[config.mk]
export PLATFORM = sky130hd
export DESIGN_NAME = pfc_host
export DESIGN_NICKNAME = d
export VERILOG_FILES = /design/src/pfc_pkg.sv /design/src/pfc_bus_cycle.sv /design/src/pfc_host.sv
export SDC_FILE = /design/constraint.sdc
export NUM_CORES = 1
export LEC_CHECK = 0
export BUFFER_PORTS_ARGS = -buffer_cell sky130_fd_sc_hd__buf_2
export CAP_MARGIN = 10
export CORE_MARGIN = 4
export CORE_UTILIZATION = 25
export CTS_CLUSTER_SIZE = 20
export DETAILED_ROUTE_END_ITERATION = 12
export HOLD_SLACK_MARGIN = 0.08
export PLACE_DENSITY_LB_ADDON = 0.25
export SETUP_SLACK_MARGIN = 0.4
export SLEW_MARGIN = 20
export SYNTH_ARGS = -nofsm -noshare
export SYNTH_HDL_FRONTEND = slang
export SYNTH_SLANG_ARGS = --single-unit
export TNS_END_PERCENT = 1
[constraint.sdc]
create_clock -name CLK -period 2.3 [get_ports CLK]
set_clock_uncertainty 0.1 [all_clocks]
set_input_delay 0.115 -clock CLK [delete_from_list [all_inputs] [get_ports CLK]]
set_output_delay 0.115 -clock CLK [all_outputs]
set_load 0.02 [all_outputs]
[src/pfc_pkg.sv]
// How it works
// - Host writes by pulling write strobe low while chip select is low.
// - Program is two unlock writes, then A0h at 5555h, then address and data write.
// - Sector erase is six writes ending with 30h at sector address.
// - Chip erase is six writes ending with 10h at 5555h.
// - On done status, read twice more; done only if both valid.
package pfc_pkg;
    localparam int ADDR_W = 19;
    localparam int CLK_MHZ = 25;
    localparam int PROG_MAX_US = 20;
    localparam int PROG_TIMEOUT_CYC = PROG_MAX_US * CLK_MHZ;
    // Erase has no printed upper bound; polling ends on status only
    localparam int SETUP_CYC = 2;
    localparam int PULSE_CYC = 3;
    localparam int HOLD_CYC = 2;
    localparam int READ_CYC = 3;
    localparam logic [18:0] UNLOCK_ADDR1 = 19'h05555;
    localparam logic [18:0] UNLOCK_ADDR2 = 19'h02aaa;
    localparam logic [7:0] UNLOCK_DATA1 = 8'haa;
    localparam logic [7:0] UNLOCK_DATA2 = 8'h55;
    localparam logic [7:0] CMD_PROGRAM = 8'ha0;
    localparam logic [7:0] CMD_ERASE_SETUP = 8'h80;
    localparam logic [7:0] CMD_SECTOR_ERASE = 8'h30;
    localparam logic [7:0] CMD_CHIP_ERASE = 8'h10;
    localparam logic [7:0] ERASED_BYTE = 8'hff;
    localparam int SECTOR_LSB = 12;
    localparam int POLL_TOGGLE_BIT = 6;
    localparam int POLL_DATA_BIT = 7;
    localparam int RECHECK_READS = 2;

    typedef enum logic [1:0] {OP_READ, OP_PROGRAM, OP_SECTOR_ERASE,
        OP_CHIP_ERASE} pfc_op_t;

    typedef struct packed {
        pfc_op_t op;
        logic [ADDR_W-1:0] addr;
        logic [7:0] data;
    } pfc_req_t;

    typedef struct packed {
        logic [ADDR_W-1:0] addr;
        logic [7:0] dq_out;
        logic dq_oe;
        logic ce_n;
        logic oe_n;
        logic we_n;
    } pfc_pins_t;
endpackage

[src/pfc_bus_cycle.sv]
`timescale 1ns/1ns
// One strobed bus cycle on the flash pins, write or read
module pfc_bus_cycle
    import pfc_pkg::*;
(
    input wire logic clk,
    input wire logic rst_n,
    input wire logic start,
    input wire logic is_write,
    input wire logic [ADDR_W-1:0] addr,
    input wire logic [7:0] wdata,
    input wire logic [7:0] dq_in_sync,
    output pfc_pkg::pfc_pins_t pins,
    output logic [7:0] rdata,
    output logic done
);
    import pfc_pkg::*;
    typedef enum logic [1:0] {C_IDLE, C_SETUP, C_PULSE, C_HOLD} pfc_cyc_t;
    pfc_cyc_t st_reg;
    logic [3:0] cnt_reg;
    logic wr_reg;

    always_ff @(posedge clk) begin
        if (!rst_n) begin
            st_reg <= C_IDLE;
            cnt_reg <= 4'h0;
            wr_reg <= 1'b0;
            pins <= '{addr: '0, dq_out: 8'h00, dq_oe: 1'b0,
                ce_n: 1'b1, oe_n: 1'b1, we_n: 1'b1};
            rdata <= 8'h00;
            done <= 1'b0;
        end else begin
            done <= 1'b0;
            case (st_reg)
                C_IDLE: begin
                    if (start) begin
                        // Address stable before strobes fall
                        pins.addr <= addr;
                        pins.dq_out <= wdata;
                        pins.dq_oe <= is_write;
                        pins.ce_n <= 1'b0;
                        wr_reg <= is_write;
                        cnt_reg <= 4'(SETUP_CYC - 1);
                        st_reg <= C_SETUP;
                    end
                end
                C_SETUP: begin
                    if (cnt_reg == 4'h0) begin
                        pins.we_n <= !wr_reg;
                        // Never drive dq while reading
                        pins.oe_n <= wr_reg;
                        cnt_reg <= 4'(wr_reg ? PULSE_CYC - 1 : READ_CYC);
                        st_reg <= C_PULSE;
                    end else begin
                        cnt_reg <= cnt_reg - 4'h1;
                    end
                end
                C_PULSE: begin
                    if (cnt_reg == 4'h0) begin
                        // Data held across the rising strobe
                        pins.we_n <= 1'b1;
                        pins.oe_n <= 1'b1;
                        rdata <= dq_in_sync;
                        cnt_reg <= 4'(HOLD_CYC - 1);
                        st_reg <= C_HOLD;
                    end else begin
                        cnt_reg <= cnt_reg - 4'h1;
                    end
                end
                C_HOLD: begin
                    if (cnt_reg == 4'h0) begin
                        // Deselect between cycles
                        pins.ce_n <= 1'b1;
                        pins.dq_oe <= 1'b0;
                        done <= 1'b1;
                        st_reg <= C_IDLE;
                    end else begin
                        cnt_reg <= cnt_reg - 4'h1;
                    end
                end
                default: st_reg <= C_IDLE;
            endcase
        end
    end
endmodule

[src/pfc_host.sv]
`timescale 1ns/1ns
// Host side sequencer: turns one program or erase request into the flash command sequence,
// then polls status until the internal operation ends, or until a program times out and raises FAIL.
module pfc_host
    import pfc_pkg::*;
(
    input wire logic CLK,
    input wire logic RST_N,
    input wire logic REQ_VALID,
    input pfc_pkg::pfc_req_t REQ,
    output logic REQ_READY,
    output logic DONE,
    output logic FAIL,
    output logic [7:0] RDATA,
    output logic [pfc_pkg::ADDR_W-1:0] FLASH_ADDR,
    input wire logic [7:0] FLASH_DQ_IN,
    output logic [7:0] FLASH_DQ_OUT,
    output logic FLASH_DQ_OE,
    output logic FLASH_CE_N,
    output logic FLASH_OE_N,
    output logic FLASH_WE_N
);
    import pfc_pkg::*;
    typedef enum logic [2:0] {S_IDLE, S_WRITE, S_READ, S_POLL1, S_POLL2,
        S_CHECK, S_FINISH} pfc_state_t;

    pfc_state_t st_reg;
    pfc_req_t req_reg;
    logic [2:0] step_reg;
    logic [7:0] meta_reg;
    logic [7:0] dq_sync_reg;
    logic [7:0] first_reg;
    logic [1:0] recheck_reg;
    logic [15:0] time_reg;
    logic cyc_start;
    logic cyc_write;
    logic [ADDR_W-1:0] cyc_addr;
    logic [7:0] cyc_data;
    logic [7:0] cyc_rdata;
    logic cyc_done;
    logic u_busy;
    logic [2:0] seq_len;
    logic status_done;
    logic [7:0] expect_byte;
    pfc_pins_t pins;

    // Pins from the flash are asynchronous to CLK
    always_ff @(posedge CLK) begin
        if (!RST_N) begin
            meta_reg <= 8'h00;
            dq_sync_reg <= 8'h00;
        end else begin
            meta_reg <= FLASH_DQ_IN;
            dq_sync_reg <= meta_reg;
        end
    end

    pfc_bus_cycle u_cycle (
        .clk(CLK),
        .rst_n(RST_N),
        .start(cyc_start),
        .is_write(cyc_write),
        .addr(cyc_addr),
        .wdata(cyc_data),
        .dq_in_sync(dq_sync_reg),
        .pins(pins),
        .rdata(cyc_rdata),
        .done(cyc_done)
    );

    assign FLASH_ADDR = pins.addr;
    assign FLASH_DQ_OUT = pins.dq_out;
    assign FLASH_DQ_OE = pins.dq_oe;
    assign FLASH_CE_N = pins.ce_n;
    assign FLASH_OE_N = pins.oe_n;
    assign FLASH_WE_N = pins.we_n;
    assign REQ_READY = (st_reg == S_IDLE);

    always_comb begin
        case (req_reg.op)
            OP_PROGRAM: seq_len = 3'd4;
            OP_SECTOR_ERASE: seq_len = 3'd6;
            OP_CHIP_ERASE: seq_len = 3'd6;
            default: seq_len = 3'd0;
        endcase
    end

    // Unlock pattern, then command
    always_comb begin
        cyc_addr = UNLOCK_ADDR1;
        cyc_data = UNLOCK_DATA1;
        case (step_reg)
            3'd0: begin
                cyc_addr = UNLOCK_ADDR1;
                cyc_data = UNLOCK_DATA1;
            end
            3'd1: begin
                cyc_addr = UNLOCK_ADDR2;
                cyc_data = UNLOCK_DATA2;
            end
            3'd2: begin
                cyc_addr = UNLOCK_ADDR1;
                cyc_data = (req_reg.op == OP_PROGRAM) ? CMD_PROGRAM
                    : CMD_ERASE_SETUP;
            end
            3'd3: begin
                cyc_addr = (req_reg.op == OP_PROGRAM) ? req_reg.addr
                    : UNLOCK_ADDR1;
                cyc_data = (req_reg.op == OP_PROGRAM) ? req_reg.data
                    : UNLOCK_DATA1;
            end
            3'd4: begin
                cyc_addr = UNLOCK_ADDR2;
                cyc_data = UNLOCK_DATA2;
            end
            default: begin
                if (req_reg.op == OP_SECTOR_ERASE) begin
                    // Only the sector bits matter
                    cyc_addr = {req_reg.addr[ADDR_W-1:SECTOR_LSB],
                        {SECTOR_LSB{1'b0}}};
                    cyc_data = CMD_SECTOR_ERASE;
                end else begin
                    cyc_addr = UNLOCK_ADDR1;
                    cyc_data = CMD_CHIP_ERASE;
                end
            end
        endcase
        if (st_reg != S_WRITE) begin
            cyc_addr = req_reg.addr;
        end
    end

    assign cyc_write = (st_reg == S_WRITE);
    assign cyc_start = (st_reg == S_WRITE || st_reg == S_READ
        || st_reg == S_POLL1 || st_reg == S_POLL2 || st_reg == S_CHECK)
        && !cyc_done && (pins.ce_n && pins.we_n && pins.oe_n)
        && !u_busy;

    always_ff @(posedge CLK) begin
        if (!RST_N) begin
            u_busy <= 1'b0;
        end else if (cyc_start) begin
            u_busy <= 1'b1;
        end else if (cyc_done) begin
            u_busy <= 1'b0;
        end
    end

    assign expect_byte = (req_reg.op == OP_PROGRAM) ? req_reg.data
        : ERASED_BYTE;
    // Toggle stopped and data line seven matching the expected byte means done
    assign status_done = (first_reg[POLL_TOGGLE_BIT]
        == cyc_rdata[POLL_TOGGLE_BIT])
        && (cyc_rdata[POLL_DATA_BIT] == expect_byte[POLL_DATA_BIT]);

    always_ff @(posedge CLK) begin
        if (!RST_N) begin
            st_reg <= S_IDLE;
            req_reg <= '0;
            step_reg <= 3'd0;
            first_reg <= 8'h00;
            recheck_reg <= 2'd0;
            time_reg <= 16'h0000;
            DONE <= 1'b0;
            FAIL <= 1'b0;
            RDATA <= 8'h00;
        end else begin
            DONE <= 1'b0;
            if (st_reg != S_IDLE && time_reg != 16'hffff) begin
                time_reg <= time_reg + 16'h1;
            end
            case (st_reg)
                S_IDLE: begin
                    if (REQ_VALID) begin
                        req_reg <= REQ;
                        step_reg <= 3'd0;
                        time_reg <= 16'h0000;
                        FAIL <= 1'b0;
                        st_reg <= (REQ.op == OP_READ) ? S_READ : S_WRITE;
                    end
                end
                S_WRITE: begin
                    if (cyc_done) begin
                        if (step_reg == seq_len - 3'd1) begin
                            // Status valid only after the launching write
                            time_reg <= 16'h0000;
                            st_reg <= S_POLL1;
                        end else begin
                            step_reg <= step_reg + 3'd1;
                        end
                    end
                end
                S_READ: begin
                    if (cyc_done) begin
                        RDATA <= cyc_rdata;
                        st_reg <= S_FINISH;
                    end
                end
                S_POLL1: begin
                    if (cyc_done) begin
                        first_reg <= cyc_rdata;
                        st_reg <= S_POLL2;
                    end
                end
                S_POLL2: begin
                    if (cyc_done) begin
                        if (status_done) begin
                            recheck_reg <= 2'(RECHECK_READS);
                            first_reg <= cyc_rdata;
                            st_reg <= S_CHECK;
                        end else if (req_reg.op == OP_PROGRAM
                            && time_reg >= 16'(PROG_TIMEOUT_CYC)) begin
                            // Program overran its bound
                            FAIL <= 1'b1;
                            st_reg <= S_FINISH;
                        end else begin
                            first_reg <= cyc_rdata;
                        end
                    end
                end
                S_CHECK: begin
                    // Two confirming reads guard a race with completion
                    if (cyc_done) begin
                        if (!status_done) begin
                            first_reg <= cyc_rdata;
                            st_reg <= S_POLL2;
                        end else if (recheck_reg == 2'd1) begin
                            RDATA <= cyc_rdata;
                            st_reg <= S_FINISH;
                        end else begin
                            recheck_reg <= recheck_reg - 2'd1;
                            first_reg <= cyc_rdata;
                        end
                    end
                end
                S_FINISH: begin
                    DONE <= 1'b1;
                    st_reg <= S_IDLE;
                end
                default: st_reg <= S_IDLE;
            endcase
        end
    end
endmodule

==> impl_results.md <==
- Number of flip-flops in the largest register: 31
- EDFF count, synth: 0
- Area after DPL: 6610 um2
- Ratio of cells with drive above 1 in the final layout: 23.4%
- First-pass GRT wire length: 27100 um
- Die area: 25600 um2
- Initial core utilization: 25.5%
- Cell Pwr Density: 995 nW/um2
- Largest net degree at the start of global routing: 72
- YS warnings: 0
- Per-cell routed wire length: 14.4 um
- Metal2 WL: 7570 um
- Leak: 0.00306 uW
- Hold EP: u_cycle.rdata[6]
- Count leader, synth: nand2_1
- Clock period minus worst slack: 1.98 ns
- Non-filler instance count after layout: 1143
- Die height: 160 um
- Mapped Area: 5760 um2
- DRC Markers: 0
- Max-cap violations: 0
- Final setup TNS: 0 ns
- Clock Sinks: 128
- Hold path startpoint: dq_sync_reg[6]
- Arrival @ worst endpoint: 2.22 ns
- Synth top area share: 44.5%
- Top area cells in the synthesized netlist: dfxtp_1, nand2_1, a21oi_1
- CTS tree: done
- Met3 routed WL: 652 um
- Router iterations before antenna repair: 4
- Sequential element share of the synthesized area: 44.5%
- WS Path Type: register to register
- Global route overflow: 0
- Crit end category: register
- Startpoint Class: register
- Cell taking the most area after synthesis: dfxtp_1
- Final Hold Fails: 0
- Die X: 160 um
- FF+latch area: 2580 um2
- GRT Overall Usage: 13.0%
- Critical path's most frequent cell: buf_4
- Final WL: 16500 um
- Top layer reached by signal wires: met4
- Number of synthesized register bits: 128
- Worst VDD drop: 0.520 mV
- Cells after Synth: 699
- Ports: 82
- Final instance area: 7850 um2
- Clock slew at reported path FFs: 0.07 ns
- Ys async rst share: 0%
- Area Growth Syn to Fin: 36.2%
- DRT iter0 DRCs: 292
- Hold slack: 0.327 ns
- Port bufs: 81
- Synth top cells by count: nand2_1, dfxtp_1, a21oi_1
- Hold Path Depth: 2
- Max incr delay on CP: 0.47 ns
- Flop2flop setup slack: 0.32 ns
- Gpl congestion: 0.828
- Max frequency: 506 MHz
- CP max stage cell: a2111o_1
- Crit path max-delay family: compound AO/OA/AOI/OAI gates
- Critical Path RT: 2.54 ns
- Diodes inserted: 0
- Worst-Margin Slew: 0.498 ns
- Final slew viol count: 0
- Dpl hpwl: 11400 um
- CP cell instances: nand4_4, nor4_4, buf_4, a2111o_1, buf_4, or3_1, a21oi_1
- H-Tree Depth: 4
- Initial antenna violation count: 0
- Detail Route Antenna Nets: 0
- Worst path buffer plus inverter count: 2
- Reg2reg start: time_reg[9]
- Vias in the first global route: 5310
- WP depth: 7
- Mapped Nets: 754
- RSZ-0062 raised after global routing: true
- Routed vias: 5370
- Area occupied by multi-input gates: 3030 um2
- Worst Path Max Fanout: 8
- Final period utilization: 86.0%
- Yosys cell types: 69
- Met1 wire length: 8040 um
- Via density: 4.70
- FF-to-FF End: time_reg[9]
- Maximum buffer depth of the clock tree: 2
- Clk_lat worst skew: 0.42 ns
- Placed cell count: 1054
- Avg Inst Size Synth: 8.25 um2
- Num rows: 55
- Number of CTS-inserted buffers: 17
- Filler cells: 2331
- Final #Nets: 900
- Min-Delay Path Class: register to register
- Ys flop type: dfxtp_1
- Util after Layout: 34.7%
- Core ar.: 22600 um2
- Clock root buffer: clkbuf_16
- Worst Reg-to-Reg Cells: 7
- Status: finished, final reports clean
- Final setup viols: 0
- Max-slew headroom: 66.5%
## layer usage
metal / vias up / global-route usage [%]
li1: 2736 / -
met1: 2510 / 17.2
met2: 111 / 21.0
met3: 13 / 3.41
met4: 0 / 3.48
met5: - / 0
## cells in the final DEF (no fill, tap or decap), types with 4 or more instances in the layout
cell and instances:
ha_1 13, nand3_1 19, nor2_1 52, clkbuf_16 17, a211oi_1 7, o2bb2ai_1 6
o211ai_1 4, a31oi_1 8, or3_1 4, a21oi_1 72, dlygate4sd3_1 45, dfxtp_1 117
nand2_1 133, mux2i_1 12, and2_1 20, or4_1 4, buf_2 81, nor3_1 18
o31ai_1 5, o21a_1 4, and3_1 4, inv_6 7, buf_4 41, nor4_1 5
nand2b_1 9, xnor2_1 8, inv_8 4, a22oi_1 4, inv_1 22, o21ai_0 21
dfxtp_2 8
## report_power, final
| group | leakage (uW) | internal [uW] | switching [uW] |
|---|---|---|---|
| combinational | 0.00173 | 941 | 1430 |
| sequential | 0.00105 | 2520 | 225 |
| clock | 0.000284 | 1540 | 1150 |
## worst min-delay path, delay by kind of cell, from the launching register on
family             cells  cell delay, ns
AOI/OAI and AO/OA      1            0.05
and+or+nand+nor        1            0.05
DFF                    1            0.30
## layout make-up
type,instances,share of cell area (%)
Sequential cell,128,32.9
Multi-Input combinational cell,505,38.6
Clock inverter,15,2.04
Tap cell,285,4.54
Timing Repair Buffer,169,15.3
Clock buffer,17,5.42
Inverter,24,1.15
## through the flow
step | worst slack, ns | power [uW]
3_3_place_gp | 0.172 | 5050
3_5_place_dp | 0.147 | 5040
5_1_grt | 0.263 | 8300
6_report | 0.322 | 7810
2_1_floorplan | 0.393 | 4220
4_1_cts | 0.306 | 7850
## kinds of logic after synthesis
group	synth area share, %
AND/OR/NAND/NOR	25.9
buffers and inverters	4.75
flip-flops	44.5
multiplexers	2.28
adder cells (fa/ha/maj)	3.26
XOR/XNOR	1.50
AO/OA/AOI/OAI	17.9
## worst max-delay path by stage
stage / from / end
floorplan: step_reg[1] / u_cycle.pins[12]
global placement: st_reg[0] / u_cycle.pins[23]
detailed placement: step_reg[1] / u_cycle.pins[21]
CTS: time_reg[14] / first_reg[6]
global route: req_reg[27] / st_reg[0]
finish: time_reg[9] / time_reg[9]
## what timing repair did
action	4_1_cts	5_1_grt
pin swaps	5	10
cloned	1	0
endpoints found under the setup margin	50	74
hold endpoints to repair	43	0
buffers inserted	3	8
hold buffers	45	0
resized for setup	8	28
No activity file was read; power rests on OpenSTA's default activity.
